## src/hdl/lsfs_pkg.sv

```systemverilog
// lsfs_pkg: constants and types shared by the load-switch fault sequencer.
// assumes a 100 MHz system clock; the delays are converted to microsecond tick counts here.
package lsfs_pkg;

	// ------------------------------------------------------------------
	// clock and delays
	// ------------------------------------------------------------------
	localparam int  CLK_PERIOD_NS   = 10;
	localparam real QUAL_TIME_MS    = 17.5;
	localparam real RETRY_TIME_MS   = 560.0;
	// one shared timebase tick per microsecond keeps both delays in fixed ratio
	localparam int  TICK_TIME_NS    = 1000;
	localparam int  TICK_CYCLES     = TICK_TIME_NS / CLK_PERIOD_NS;
	localparam int  QUAL_TICKS      = int'(QUAL_TIME_MS * 1000.0);
	localparam int  RETRY_TICKS     = int'(RETRY_TIME_MS * 1000.0);
	localparam int  TIMER_W         = 20;
	localparam int  TICK_W          = 8;

	// ------------------------------------------------------------------
	// reset values
	// ------------------------------------------------------------------
	localparam logic [TIMER_W-1:0] TIMER_RST = 20'h00000;
	localparam logic [TICK_W-1:0]  TICK_RST  = 8'h00;

	// ------------------------------------------------------------------
	// build options and states
	// ------------------------------------------------------------------
	typedef enum logic [1:0] {
		LSFS_OPT_AUTORETRY  = 2'b00,
		LSFS_OPT_LATCHOFF   = 2'b01,
		LSFS_OPT_CONTINUOUS = 2'b10
	} lsfs_opt_t;

	typedef enum logic [2:0] {
		LSFS_ST_OFF     = 3'b000,
		LSFS_ST_ON      = 3'b001,
		LSFS_ST_QUAL    = 3'b010,
		LSFS_ST_RETRY   = 3'b011,
		LSFS_ST_LATCHED = 3'b100,
		LSFS_ST_LIMIT   = 3'b101
	} lsfs_state_t;

endpackage : lsfs_pkg

```

## src/hdl/lsfs_sequencer.sv

```systemverilog
// lsfs_sequencer: enable, overcurrent qualification and fault sequencing of a
// current-limited load switch, with an open-drain active-low fault indicator.
// assumes analog detectors deliver clean levels synchronous to sys_clk; the
// analog limiter itself clamps current whenever limitActive is high.
//
// Functional notes
// - overcurrent starts the qualification timer
// - overcurrent gone early clears the timer
// - qualified limit flags fault, then per option
// - autoretry holds switch off for retry delay
// - retry end turns switch on again
// - fault stays asserted through autoretry cycling
// - qualify 17.5 ms, retry 560 ms
// - latch-off keeps switch off after qualification
// - enable toggle clears latched fault
// - continuous keeps switch on, flags while limiting
// - over-temperature trips switch off and flags
// - thermal restart after hysteresis drop
// - enable polarity per variant
// - reverse current trips switch off immediately
// - reverse trip released when detector clears
// - fault on qualify, reverse, thermal, grounded pin
// - fault is active-low open drain
// - grounded limit pin keeps switch off, except one cycle at autoretry retry end
// - both delays from one shared timebase
`timescale 1ns/10ps
module lsfs_sequencer #(
	parameter lsfs_pkg::lsfs_opt_t OPTION     = lsfs_pkg::LSFS_OPT_AUTORETRY,
	parameter bit                  EN_ACT_LOW = 1'b0,
	parameter int                  QUAL_TICKS  = lsfs_pkg::QUAL_TICKS,
	parameter int                  RETRY_TICKS = lsfs_pkg::RETRY_TICKS
) (
	// clock and reset
	input  wire logic sys_clk,
	input  wire logic rst,
	// host side
	input  wire logic enableIn,
	// analog detectors
	input  wire logic overCurrent,
	input  wire logic overTemp,
	input  wire logic reverseTrip,
	input  wire logic limitSetPinGnd,
	// power switch control
	output logic      switchOn,
	output logic      limitActive,
	// open-drain fault indicator, active low
	input  wire logic faultInN,
	output logic      faultOutN,
	output logic      faultOe
);

	// ------------------------------------------------------------------
	// shared timebase
	// ------------------------------------------------------------------
	logic tick;

	lsfs_timebase u_tb (
		.sys_clk (sys_clk),
		.rst     (rst),
		.tick    (tick)
	);

	// ------------------------------------------------------------------
	// enable decode
	// ------------------------------------------------------------------
	wire enReq;

	// a toggle of the pin is an off phase followed by on; the off phase alone
	// is enough to leave the latched state
	assign enReq  = EN_ACT_LOW ? ~enableIn : enableIn;

	// ------------------------------------------------------------------
	// immediate trips
	// ------------------------------------------------------------------
	wire hardTrip;

	// thermal and reverse hysteresis live in the analog detectors; the
	// digital side simply follows their levels
	assign hardTrip = overTemp | reverseTrip | limitSetPinGnd;

	// ------------------------------------------------------------------
	// state and timer
	// ------------------------------------------------------------------
	lsfs_pkg::lsfs_state_t       state_r;
	lsfs_pkg::lsfs_state_t       state_nxt;
	logic [lsfs_pkg::TIMER_W-1:0] timer_r;
	logic [lsfs_pkg::TIMER_W-1:0] timer_nxt;
	logic                         faultQual_r;
	logic                         faultQual_nxt;
	logic                         faultOut_r;

	function automatic logic [lsfs_pkg::TIMER_W-1:0] tickInc(
		input logic [lsfs_pkg::TIMER_W-1:0] t,
		input logic                         tk
	);
		tickInc = tk ? t + 20'h00001 : t;
	endfunction : tickInc

	function automatic logic reached(
		input logic [lsfs_pkg::TIMER_W-1:0] t,
		input int                           lim
	);
		reached = (t >= lsfs_pkg::TIMER_W'(lim));
	endfunction : reached

	wire qualDone;
	wire retryDone;

	assign qualDone  = reached(timer_r, QUAL_TICKS);
	assign retryDone = reached(timer_r, RETRY_TICKS);

	always_comb begin
		state_nxt     = state_r;
		timer_nxt     = timer_r;
		faultQual_nxt = faultQual_r;
		case (state_r)
			lsfs_pkg::LSFS_ST_OFF: begin
				timer_nxt     = lsfs_pkg::TIMER_RST;
				faultQual_nxt = 1'b0;
				if (enReq && !hardTrip)
					state_nxt = lsfs_pkg::LSFS_ST_ON;
			end
			lsfs_pkg::LSFS_ST_ON: begin
				timer_nxt = lsfs_pkg::TIMER_RST;
				if (!enReq || hardTrip) begin
					state_nxt = lsfs_pkg::LSFS_ST_OFF;
				end else if (overCurrent) begin
					state_nxt = lsfs_pkg::LSFS_ST_QUAL;
				end else begin
					faultQual_nxt = 1'b0;
				end
			end
			lsfs_pkg::LSFS_ST_QUAL: begin
				timer_nxt = tickInc(timer_r, tick);
				if (!enReq || hardTrip) begin
					state_nxt = lsfs_pkg::LSFS_ST_OFF;
				end else if (!overCurrent) begin
					state_nxt = lsfs_pkg::LSFS_ST_ON;
					timer_nxt = lsfs_pkg::TIMER_RST;
				end else if (qualDone) begin
					faultQual_nxt = 1'b1;
					timer_nxt     = lsfs_pkg::TIMER_RST;
					case (OPTION)
						lsfs_pkg::LSFS_OPT_AUTORETRY:  state_nxt = lsfs_pkg::LSFS_ST_RETRY;
						lsfs_pkg::LSFS_OPT_LATCHOFF:   state_nxt = lsfs_pkg::LSFS_ST_LATCHED;
						lsfs_pkg::LSFS_OPT_CONTINUOUS: state_nxt = lsfs_pkg::LSFS_ST_LIMIT;
						default:                       state_nxt = lsfs_pkg::LSFS_ST_LATCHED;
					endcase
				end
			end
			lsfs_pkg::LSFS_ST_RETRY: begin
				timer_nxt = tickInc(timer_r, tick);
				if (!enReq) begin
					state_nxt = lsfs_pkg::LSFS_ST_OFF;
				end else if (retryDone) begin
					// fault flag is kept; it drops if the next on-phase is clean or enable is removed
					state_nxt = lsfs_pkg::LSFS_ST_ON;
					timer_nxt = lsfs_pkg::TIMER_RST;
				end
			end
			lsfs_pkg::LSFS_ST_LATCHED: begin
				timer_nxt = lsfs_pkg::TIMER_RST;
				if (!enReq)
					state_nxt = lsfs_pkg::LSFS_ST_OFF;
			end
			lsfs_pkg::LSFS_ST_LIMIT: begin
				timer_nxt = lsfs_pkg::TIMER_RST;
				if (!enReq || hardTrip) begin
					state_nxt = lsfs_pkg::LSFS_ST_OFF;
				end else if (!overCurrent) begin
					state_nxt     = lsfs_pkg::LSFS_ST_ON;
					faultQual_nxt = 1'b0;
				end
			end
			default: begin
				state_nxt     = lsfs_pkg::LSFS_ST_OFF;
				timer_nxt     = lsfs_pkg::TIMER_RST;
				faultQual_nxt = 1'b0;
			end
		endcase
	end

	// in autoretry the on-phase after a retry keeps the flag until it runs clean;
	// a new overcurrent there keeps it asserted through the next qualification
	wire switchOnNxt;
	wire faultNxt;

	assign switchOnNxt = (state_nxt == lsfs_pkg::LSFS_ST_ON)
		| (state_nxt == lsfs_pkg::LSFS_ST_QUAL)
		| (state_nxt == lsfs_pkg::LSFS_ST_LIMIT);
	assign faultNxt    = faultQual_nxt | (hardTrip & state_nxt != lsfs_pkg::LSFS_ST_LATCHED)
		| (state_nxt == lsfs_pkg::LSFS_ST_LATCHED) | hardTrip;

	always_ff @(posedge sys_clk or posedge rst) begin
		if (rst) begin
			state_r     <= lsfs_pkg::LSFS_ST_OFF;
			timer_r     <= lsfs_pkg::TIMER_RST;
			faultQual_r <= 1'b0;
		end else begin
			state_r     <= state_nxt;
			timer_r     <= timer_nxt;
			faultQual_r <= faultQual_nxt;
		end
	end

	logic switchOn_r;
	logic limit_r;

	always_ff @(posedge sys_clk or posedge rst) begin
		if (rst) begin
			switchOn_r <= 1'b0;
			limit_r    <= 1'b0;
			faultOut_r <= 1'b0;
		end else begin
			switchOn_r <= switchOnNxt;
			limit_r    <= switchOnNxt & overCurrent;
			faultOut_r <= faultNxt;
		end
	end

	// ------------------------------------------------------------------
	// outputs
	// ------------------------------------------------------------------
	assign switchOn    = switchOn_r;
	assign limitActive = limit_r;
	// open drain: only ever drive low, release for the pull-up otherwise
	assign faultOutN   = 1'b0;
	assign faultOe     = faultOut_r;

endmodule : lsfs_sequencer

```

## src/hdl/lsfs_timebase.sv

```systemverilog
// lsfs_timebase: free-running prescaler giving one tick per microsecond.
// assumes the system clock of the package; a single instance serves every timer.
`timescale 1ns/10ps
module lsfs_timebase (
	// clock and reset
	input  wire logic sys_clk,
	input  wire logic rst,
	// tick out
	output logic      tick
);

	logic [lsfs_pkg::TICK_W-1:0] count_r;
	logic [lsfs_pkg::TICK_W-1:0] count_nxt;
	wire                         wrap;

	assign wrap      = (count_r == lsfs_pkg::TICK_W'(lsfs_pkg::TICK_CYCLES - 1));
	assign count_nxt = wrap ? lsfs_pkg::TICK_RST : count_r + 8'h01;
	assign tick      = wrap;

	always_ff @(posedge sys_clk or posedge rst) begin
		if (rst)
			count_r <= lsfs_pkg::TICK_RST;
		else
			count_r <= count_nxt;
	end

endmodule : lsfs_timebase
```

## config.mk

```make
export PLATFORM = sky130hd
export DESIGN_NAME = lsfs_sequencer
export DESIGN_NICKNAME = d
export VERILOG_FILES = /design/src/hdl/lsfs_pkg.sv /design/src/hdl/lsfs_sequencer.sv /design/src/hdl/lsfs_timebase.sv
export SDC_FILE = /design/constraint.sdc
export NUM_CORES = 1
export LEC_CHECK = 0
export ABC_AREA = 0
export BUFFER_PORTS_ARGS = -buffer_cell sky130_fd_sc_hd__buf_2
export CAP_MARGIN = 30
export CORE_MARGIN = 3
export CORE_UTILIZATION = 35
export CTS_CLUSTER_SIZE = 40
export DETAILED_ROUTE_END_ITERATION = 12
export GPL_TIMING_DRIVEN = 0
export PLACE_DENSITY = 0.48
export SLEW_MARGIN = 20
export SYNTH_ARGS = -nofsm -noshare
export SYNTH_HDL_FRONTEND = slang
export SYNTH_HIERARCHICAL = 1
export SYNTH_SLANG_ARGS = --single-unit
```

## constraint.sdc

```tcl
create_clock -name sys_clk -period 5.9 [get_ports sys_clk]
set_input_delay 0.59 -clock sys_clk [delete_from_list [all_inputs] [get_ports sys_clk]]
set_output_delay 0.59 -clock sys_clk [all_outputs]
set_load 0.005 [all_outputs]
```

==> results.py, run 1 <==
metrics = {
    "outcome": {
        "run_status": "finished, final reports clean",
    },
    "placed_design": {
        "port_buffers": 9,
        "gp_congestion": 0.832,
        "placedCellCount": 266,
        "place_hpwl_mm": 2.65,
    },
    "timing": {
        "pins_over_their_slew_limit": 0,
        "rsz0062_at_grt": "no",
        "worst_slew_pin_slew_ns": 0.712,
        "clock_skew_ns": 0.00791,
        "fin_crit_ns": 2.76,
        "final_hold_viol_count": 0,
        "totalNegativeSetupSlack_ns": 0,
        "min_period_over_period_pct": 46.8,
        "endpoints_failing_setup": 0,
        "max_freq_mhz": 363,
        "relSlewSlack_pct": 52.1,
    },
    "floorplan": {
        "initial_utilization_pct": 36.5,
        "num_io_pins": 12,
        "die_x_um": 79.2,
        "floorplan.core_area_um2": 5140,
        "floorplan.die.height_um": 79.2,
        "fp.dieArea_um2": 6280,
        "rows": 26,
    },
    "clock_tree": {
        "post-cts-setup-buffer-count": 0,
        "clock_sinks": 35,
        "max-clock-path-buffers": 2,
        "clock_latency_ns": 0.29,
        "hold_buffers": 0,
        "clock-root-buffer": "clkbuf_8",
        "post_cts.resized_instances": 0,
        "cts.reportedPaths.clkPinSlew_ns": 0.07,
        "cts_tree": "yes",
        "cts_max_level": 2,
        "total_clock_buffers_created_by_cts": 5,
    },
    "grt": {
        "global_route.overflow_total": 0,
        "grt_pass1_wl_mm": 6.70,
        "gr-usage-all-layers_pct": 13.7,
        "number_of_global_route_vias_before_repair": 1407,
        "grt_start_max_net_pins": 18,
        "antenna_found_initial": 0,
    },
    "finish": {
        "area_occupied_by_multi_input_gates_um2": 923,
        "utilization_pct": 41.0,
        "layout.cells.most_common_list": "dfrtp_1, nor2_1, xor2_1",
        "layout_commonest_cell": "dfrtp_1",
        "num_antenna_cells": 0,
        "final-seq-area_um2": 876,
        "layout_overhead_on_the_synthesized_area_pct": 12.4,
        "n_fill_cell": 543,
        "finish.cell_count_without_fillers": 274,
        "post_route_cells_drive_above_1_share_pct": 16.7,
        "final_net_count": 214,
    },
    "route": {
        "detail_route.iter0.violations": 37,
        "drcViolationCount": 0,
        "vias_per_cell": 4.98,
        "wirelength_mm": 3.65,
        "wl_per_cell_um": 13.3,
        "antenna_left": 0,
        "firstDrtPassIters": 5,
        "total_vias_in_the_final_route": 1364,
    },
    "yosys": {
        "synth_sequential_area_ratio_pct": 46.7,
        "synth_xor_xnor_area_share_pct": 12.1,
        "multiplexer_share_of_the_synthesized_area_pct": 1.33,
        "synth_ff_type": "dfrtp_1",
        "async_flop_share_pct": 100,
        "netlist_instances": 186,
        "synthDistinctLibCells": 46,
        "synth_top_family_by_area": "simple AND/OR/NAND/NOR gates",
        "postSynthAreaPerCell_um2": 10.1,
        "synthSimpleGateAreaFrac_pct": 23.7,
        "synth_fp_nets": 197,
        "number_of_enable_flip_flop_cells_after_synthesis": 0,
        "cell_taking_the_most_area_after_synthesis": "dfrtp_1",
        "synth-compound-area-share_pct": 9.80,
        "post_synth_main_area_contributors": "dfrtp_1, xor2_1, nor2_1, xnor2_1, nand2_1",
        "number_of_warning_messages_in_the_yosys_log": 6,
        "synth_fa_ha_area_share_pct": 2.00,
        "ys_seq_elements": 35,
        "synth_top_area_share_pct": 46.7,
        "post_synth_instance_area_um2": 1880,
    },
    "setup_path": {
        "crit_slowest_cell": "or3_1",
        "crit_path_start": "u_tb/count_r[0]",
        "worst_setup_path_end_kind": "flop",
        "r2r_setup_slack_ns": 3.14,
        "cp_common_cell": "nand4_1",
        "worst-endpoint-arrival_ns": 2.93,
        "worst_ep_required_ns": 6.07,
        "setup.worst_path.class": "reg2reg",
        "setup.worst_path.start_class": "flop",
        "critical_path.max_stage_delay_ns": 0.46,
        "cells_along_the_critical_path": "ha_1 > nor4b_2 > and3_1 > nand4_1 > or3_1 > nor3_2 > nand4_1 > xor2_1 > nor2_1",
        "crit_end": "timer_r[17]",
        "ff2ff_path_depth": 9,
        "r2r_start": "u_tb/count_r[0]",
        "worst-path-max-fanout": 8,
        "r2r_end": "timer_r[17]",
    },
    "flow_run": {
        "drv_cap": 0,
    },
    "worst_hold_path": {
        "class_of_the_tightest_hold_or_removal_check": "in2async",
    },
    "pwr": {
        "power_mw": 0.426,
        "power_density_nw_per_um2": 202,
        "vdd.ir_drop.worst_v": 0.0000967,
        "cellLeakagePower_nw": 0.862,
    },
}
worst max-delay path, delay by kind of cell (launching register included):
kind	cells	cell delay, ns
XOR/XNOR	1	0.16
flip-flops	1	0.40
AND/OR/NAND/NOR	7	1.87
adder cells (fa/ha/maj)	1	0.23
cells in the mapped netlist (2+ instances only):
cell type,count
nor2_1,28
clkbuf_2,2
buf_1,2
dfrtp_1,35
a21oi_1,2
nor3_1,2
inv_1,6
a22o_1,2
a31oi_1,2
nand2_1,12
buf_6,2
o21ai_0,5
buf_4,2
ha_1,3
or3_1,2
and3_1,3
nand3_1,6
nor2b_1,7
xnor2_1,12
and4_1,2
o21a_1,2
nand3b_1,2
nand4_1,7
nor3b_1,3
xor2_1,14
cell type report:
cell class	instances	share of cell area (%)
clock inverters	2	0.593
clock buffers	6	3.44
flip-flops and latches	35	41.5
well taps	70	4.15
inverters	6	1.07
repair buffers	10	2.85
plain buffers	8	2.61
multi-input cells	137	43.8
stage by stage:
stage	instance area [um^2]	hold WS (ns)	setup slack [ns]
floorplan	1880	0.406	3.56
global placement	2010	0.471	3.17
detailed placement	2020	0.493	3.15
CTS	2110	0.243	3.11
global route	2110	0.262	2.87
finish	2110	0.240	3.14
worst min path at each step:
stage	startpoint	endpoint	cells past startpoint
after CTS	rst	u_tb/count_r[0]	2
after global placement	u_tb/count_r[0]	u_tb/count_r[0]	1
final	rst	u_tb/count_r[5]	2
after detailed placement	u_tb/count_r[7]	u_tb/count_r[7]	1
after global routing	rst	u_tb/count_r[0]	2
after floorplan	rst	u_tb/count_r[0]	1
sequential cells by signal, indices dropped and copies added (netlist names):
register	count
timer_r	20
state_r	3
limitActive	1
u_tb/count_r	8
switchOn	1
faultOe	1
faultQual_r	1
power by group:
group	switching [mW]	internal, mW	leakage [nW]
combinational	0.00941	0.00516	0.351
sequential	0.000150	0.240	0.470
clock	0.0884	0.0825	0.0412
metal layers:
metal	routed length [um]	vias up	GRT usage, %	share of wire [%]
met4	59	0	5.33	1.6
met5	0	-	0	0
met2	1670	19	20.7	46
met3	117	6	4.08	3.2
li1	-	671	-	-
met1	1810	668	18.2	50
kinds of logic (layout without fill, tap and decap cells):
kind of cell             after synthesis  in the layout
AND/OR/NAND/NOR                       83             83
other                                  1              1
multiplexers                           2              2
adder cells (fa/ha/maj)                3              3
XOR/XNOR                              26             26
AO/OA/AOI/OAI                         22             22
buffers and inverters                 14             32
flip-flops                            35             35
Power figures use the tool's default switching activity.
==> inputs of run 2 (changes only) <==
==> constraint.sdc (replaced) <==
create_clock -name sys_clk -period 2.67 [get_ports sys_clk]
set_input_delay 0.267 -clock sys_clk [delete_from_list [all_inputs] [get_ports sys_clk]]
set_output_delay 0.267 -clock sys_clk [all_outputs]
set_load 0.005 [all_outputs]
==> run 2 against run 1 <==
Against the previous run:
- global-route usage barely moved
- clock skew barely moved
- largest cell class unchanged
- highest routed layer unchanged
- fmax rose by 15%
- first-iteration DRC count rose by 2.7%
- die area did not move
- non-clock buffer count rose by 2
- utilization rose by 0.95 points
- count of clock-buffer cells in the layout did not move
- clock power rose by 120%
==> results.py, run 2 (synthesis gave the netlist of run 1 again) <==
metrics = {
    "outcome": {
        "run_status": "finished, final reports clean",
    },
    "route": {
        "antenna_left": 0,
        "vias_per_cell": 4.99,
        "drcViolationCount": 0,
        "firstDrtPassIters": 4,
        "wirelength_mm": 3.70,
        "total_vias_in_the_final_route": 1377,
        "wl_per_cell_um": 13.4,
        "detail_route.iter0.violations": 38,
    },
    "worst_hold_path": {
        "holdPathStages": 3,
        "class_of_the_tightest_hold_or_removal_check": "in2reg",
    },
    "floorplan": {
        "fp.dieArea_um2": 6280,
        "num_io_pins": 12,
        "die_x_um": 79.2,
        "floorplan.core_area_um2": 5140,
        "rows": 26,
        "floorplan.die.height_um": 79.2,
        "initial_utilization_pct": 36.5,
    },
    "timing": {
        "worst_slew_pin_slew_ns": 0.557,
        "post-route-worst-setup-slack_ns": 0.281,
        "clock_skew_ns": 0.00792,
        "final_hold_viol_count": 0,
        "pins_over_their_slew_limit": 0,
        "min_period_over_period_pct": 89.5,
        "relSlewSlack_pct": 62.6,
        "rsz0062_at_grt": "no",
        "fin_crit_ns": 2.39,
        "max_freq_mhz": 419,
        "endpoints_failing_setup": 0,
    },
    "pwr": {
        "power_mw": 0.944,
        "cellLeakagePower_nw": 0.887,
        "power_density_nw_per_um2": 437,
        "vdd.ir_drop.worst_v": 0.000214,
    },
    "clock_tree": {
        "clock_sinks": 35,
        "cts.reportedPaths.clkPinSlew_ns": 0.07,
        "cts_max_level": 2,
        "clock_latency_ns": 0.29,
        "clock-root-buffer": "clkbuf_8",
        "max-clock-path-buffers": 2,
        "total_clock_buffers_created_by_cts": 5,
        "cts_tree": "yes",
    },
    "placed_design": {
        "port_buffers": 9,
        "gp_congestion": 0.832,
        "pre_cts_ws_ns": -0.0827,
        "place_hpwl_mm": 2.65,
    },
    "finish": {
        "layout_overhead_on_the_synthesized_area_pct": 15.0,
        "top_register": "timer_r",
        "final_net_count": 216,
        "n_fill_cell": 542,
        "layout.cells.most_common_list": "dfrtp_1, nor2_1, xor2_1",
        "num_antenna_cells": 0,
        "final-seq-area_um2": 876,
        "largest_register_ff_count": 20,
        "layout_top_registers": "timer_r x20, u_tb/count_r x8, state_r x3",
        "post_route_cells_drive_above_1_share_pct": 18.4,
        "area_occupied_by_multi_input_gates_um2": 955,
        "layout_commonest_cell": "dfrtp_1",
    },
    "grt": {
        "grt_start_max_net_pins": 18,
        "antenna_found_initial": 0,
        "met2_resource_use_gr_pct": 20.7,
        "gr-usage-all-layers_pct": 13.7,
        "gr-usage-met1_pct": 18.3,
        "globalRoute.busiestLayer": "met2",
        "number_of_global_route_vias_before_repair": 1404,
        "grt_pass1_wl_mm": 6.72,
        "groute.layer.met3.usage_pct": 4.08,
        "global_route.overflow_total": 0,
    },
    "setup_path": {
        "setup.worst_path.start_class": "flop",
        "worst-path-max-fanout": 8,
        "worst-endpoint-arrival_ns": 2.56,
        "worst_setup_path_end_kind": "flop",
        "setup.worst_path.class": "reg2reg",
        "worst_ep_required_ns": 2.84,
        "ff2ff_path_depth": 9,
    },
    "flow_run": {
        "drv_cap": 0,
    },
}
==> run 2: area by class of cell <==
type	count	share of cell area, %
clock buffers	6	3.36
flip-flops and latches	35	40.6
inverters	6	1.04
clock inverters	2	0.580
well taps	70	4.06
plain buffers	8	2.55
multi-input cells	137	44.2
repair buffers	12	3.59
==> run 2: per-stage QoR <==
stage / hold WS, ns / utilization (%) / setup TNS, ns / instances / area, um^2
finish: 0.272 / 42.0 / 0 / 276 / 2160
global route: 0.279 / 42.0 / 0 / 276 / 2160
CTS: 0.260 / 41.3 / 0 / 275 / 2120
detailed placement: 0.239 / 39.4 / -0.222 / 266 / 2020
global placement: 0.227 / 39.1 / -0.141 / 265 / 2010
floorplan: 0.0827 / - / 0 / 186 / 1880
==> run 2: worst max-delay path, cell delays in order (launching register included) <==
cell and delay (ns):
dfrtp_1 0.40, ha_1 0.24, nor4b_4 0.25, and3_4 0.29
nand4_1 0.16, or3_4 0.40, nor3_4 0.19, nand4_1 0.14
xor2_1 0.16, nor2_1 0.06
==> run 2: routing by layer <==
metal / share of wire, % / up-vias
li1: - / 678
met1: 49 / 672
met2: 46 / 21
met3: 3.6 / 6
met4: 1.6 / 0
met5: 0 / -
==> run 2: what timing repair did <==
item	in CTS	in global routing
hold buffers	1	0
gates cloned	0	0
resized for setup	2	4
setup endpoints to repair	5	5
setup buffers	0	1
endpoints found under the hold margin	18	0
==> run 2: power by group <==
group	total [mW]	leakage [nW]	switching (mW)	internal (mW)
registers	0.532	0.470	0.000331	0.531
logic	0.0335	0.376	0.0211	0.0124
clock network	0.378	0.0412	0.196	0.182
total	0.944	0.887	0.218	0.726
==> run 2: worst paths after layout <==
check                                start         endpoint  slack (ns)
hold reg to reg            u_tb/count_r[0]  u_tb/count_r[0]        0.50
hold / removal              limitSetPinGnd          faultOe        0.27
min in group asynchronous              rst  u_tb/count_r[5]        0.48
setup reg to reg           u_tb/count_r[0]      timer_r[17]        0.28
max in group asynchronous              rst      timer_r[17]        1.64
setup / recovery           u_tb/count_r[0]      timer_r[17]        0.28
==> inputs of run 3 (changes only) <==
--- a/config.mk
+++ b/config.mk
@@ -9,12 +9,12 @@
 export BUFFER_PORTS_ARGS = -buffer_cell sky130_fd_sc_hd__buf_2
 export CAP_MARGIN = 30
 export CORE_MARGIN = 3
-export CORE_UTILIZATION = 35
+export CORE_UTILIZATION = 55
 export CTS_CLUSTER_SIZE = 40
 export DETAILED_ROUTE_END_ITERATION = 12
 export GPL_TIMING_DRIVEN = 0
-export PLACE_DENSITY = 0.48
-export SLEW_MARGIN = 20
+export PLACE_DENSITY = 0.7
+export SLEW_MARGIN = 30
 export SYNTH_ARGS = -nofsm -noshare
 export SYNTH_HDL_FRONTEND = slang
 export SYNTH_HIERARCHICAL = 1
==> run 3 against run 2 <==
Against the previous run:
- sequential share of layout area up 1.5 points
- die area is 34% lower
- setup slack worse by 0.076 ns
- largest power group unchanged
- clock power down 13%
- global-route usage grew 4.6 points
==> results.py, run 3 (synthesis gave the netlist of run 1 again) <==
metrics = {
    "outcome": {
        "run_status": "finished, final reports clean",
    },
    "grt": {
        "number_of_global_route_vias_before_repair": 1310,
        "antenna_found_initial": 0,
        "grt_start_max_net_pins": 28,
        "gr-usage-all-layers_pct": 18.3,
        "global_route.overflow_total": 0,
        "grt_pass1_wl_mm": 5.90,
    },
    "finish": {
        "utilization_pct": 66.0,
        "final-seq-area_um2": 876,
        "layout_overhead_on_the_synthesized_area_pct": 10.9,
        "layout_commonest_cell": "dfrtp_1",
        "finish.cell_count_without_fillers": 248,
        "layout.cells.most_common_list": "dfrtp_1, nor2_1, xor2_1",
        "post_route_cells_drive_above_1_share_pct": 18.1,
        "top_register": "timer_r",
        "num_antenna_cells": 0,
        "n_fill_cell": 275,
        "largest_register_ff_count": 20,
        "area_occupied_by_multi_input_gates_um2": 948,
        "layout_top_registers": "timer_r x20, u_tb/count_r x8, state_r x3",
        "final_net_count": 214,
    },
    "route": {
        "vias_per_cell": 5.47,
        "total_vias_in_the_final_route": 1357,
        "detail_route.iter0.violations": 64,
        "wl_per_cell_um": 12.9,
        "antenna_left": 0,
        "drcViolationCount": 0,
        "wirelength_mm": 3.21,
        "firstDrtPassIters": 4,
    },
    "setup_path": {
        "critical_path.max_stage_delay_ns": 0.42,
        "r2r_setup_slack_ns": 0.21,
        "cp_common_cell": "nand4_1",
        "setup.worst_path.start_class": "flop",
        "worst-endpoint-arrival_ns": 2.74,
        "cells_along_the_critical_path": "ha_1 > nor4b_4 > and3_4 > nand4_1 > or3_4 > nor3_2 > nand4_1 > xor2_1 > nor2_1",
        "crit_slowest_cell": "or3_4",
        "setup.worst_path.class": "reg2reg",
        "worst_setup_path_end_kind": "flop",
        "worst-path-max-fanout": 8,
        "r2r_end": "timer_r[17]",
        "r2r_start": "u_tb/count_r[0]",
        "ff2ff_path_depth": 9,
        "worst_ep_required_ns": 2.94,
    },
    "clock_tree": {
        "cts.reportedPaths.clkPinSlew_ns": 0.10,
        "max-clock-path-buffers": 2,
        "clock-root-buffer": "clkbuf_4",
        "cts_tree": "yes",
        "clock_sinks": 35,
        "total_clock_buffers_created_by_cts": 5,
        "clock_latency_ns": 0.34,
        "cts_max_level": 2,
    },
    "timing": {
        "fin_crit_ns": 2.46,
        "final_hold_viol_count": 0,
        "max_freq_mhz": 406,
        "pins_over_their_slew_limit": 0,
        "endpoints_failing_setup": 0,
        "rsz0062_at_grt": "no",
        "relSlewSlack_pct": 63.2,
        "clock_skew_ns": 0.00801,
        "min_period_over_period_pct": 92.3,
        "worst_slew_pin_slew_ns": 0.551,
    },
    "placed_design": {
        "placedCellCount": 239,
        "place_hpwl_mm": 2.29,
        "gp_congestion": 0.783,
        "port_buffers": 9,
    },
    "pwr": {
        "vdd.ir_drop.worst_v": 0.000206,
        "cellLeakagePower_nw": 0.855,
        "power_density_nw_per_um2": 428,
    },
    "worst_hold_path": {
        "worst_hold_path.endpoint": "faultOe",
        "holdPathStages": 3,
        "hold_path.startpoint": "limitSetPinGnd",
        "class_of_the_tightest_hold_or_removal_check": "in2reg",
    },
    "floorplan": {
        "rows": 20,
        "fp.dieArea_um2": 4150,
        "num_io_pins": 12,
        "floorplan.die.height_um": 64.4,
        "floorplan.core_area_um2": 3150,
        "initial_utilization_pct": 59.5,
        "die_x_um": 64.4,
    },
    "flow_run": {
        "drv_cap": 0,
    },
}
run 3: where the power goes:
group | total (mW) | internal [mW] | switching [mW]
registers | 0.532 | 0.531 | 0.000400
clock network | 0.328 | 0.155 | 0.173
logic | 0.0302 | 0.0104 | 0.0198
total | 0.890 | 0.697 | 0.193
run 3: how the worst max path moves through the flow:
| stage | from | slack [ns] | endpoint |
|---|---|---|---|
| 6_report | u_tb/count_r[0] | 0.21 | timer_r[17] |
| 3_5_place_dp | u_tb/count_r[0] | -0.05 | timer_r[16] |
| 4_1_cts | u_tb/count_r[0] | 0.06 | timer_r[17] |
| 5_1_grt | u_tb/count_r[0] | 0.02 | timer_r[17] |
| 2_1_floorplan | u_tb/count_r[0] | 0.33 | timer_r[17] |
| 3_3_place_gp | u_tb/count_r[0] | -0.006 | timer_r[17] |
run 3: final cells by class:
| cell class | count | share of cell area (%) |
|---|---|---|
| Multi-Input combinational cell | 137 | 45.6 |
| Sequential cell | 35 | 42.1 |
| Clock buffer | 8 | 3.31 |
| Timing Repair Buffer | 10 | 2.65 |
| Buffer | 8 | 2.65 |
| Tap cell | 44 | 2.65 |
| Inverter | 6 | 1.08 |
run 3: layer usage:
metal	up-vias	share of wire, %	wire length (um)	GRT usage, %
met4	0	1.4	44	7.65
met1	664	49	1570	23.7
li1	669	-	-	-
met5	-	0	0	0
met2	18	46	1480	28.1
met3	6	3.6	114	6.07
run 3: worst max-delay path: cells and delay by family, from the launching register on:
kind / cells / cell delay (ns)
XOR/XNOR: 1 / 0.16
flip-flops: 1 / 0.40
AND/OR/NAND/NOR: 7 / 1.59
adder cells (fa/ha/maj): 1 / 0.24
run 3: timing repair:
action	in CTS	in global routing
endpoints found under the setup margin	5	4
endpoints found under the hold margin	35	0
buffers inserted	0	0
hold buffers	1	0
gates cloned	0	0
gates resized for setup	2	3
run 3: through the flow:
step                      hold slack, ns  setup TNS, ns  area (um^2)  power, mW  setup WS (ns)
final                              0.198              0         2080      0.890          0.205
after global routing               0.198              0         2080      0.938         0.0247
after CTS                          0.172              0         2060      0.908         0.0567
after detailed placement           0.240        -0.0489         1980      0.572        -0.0459
after global placement             0.223       -0.00617         1980      0.571       -0.00617
after floorplan                   0.0827              0         1880      0.560          0.333
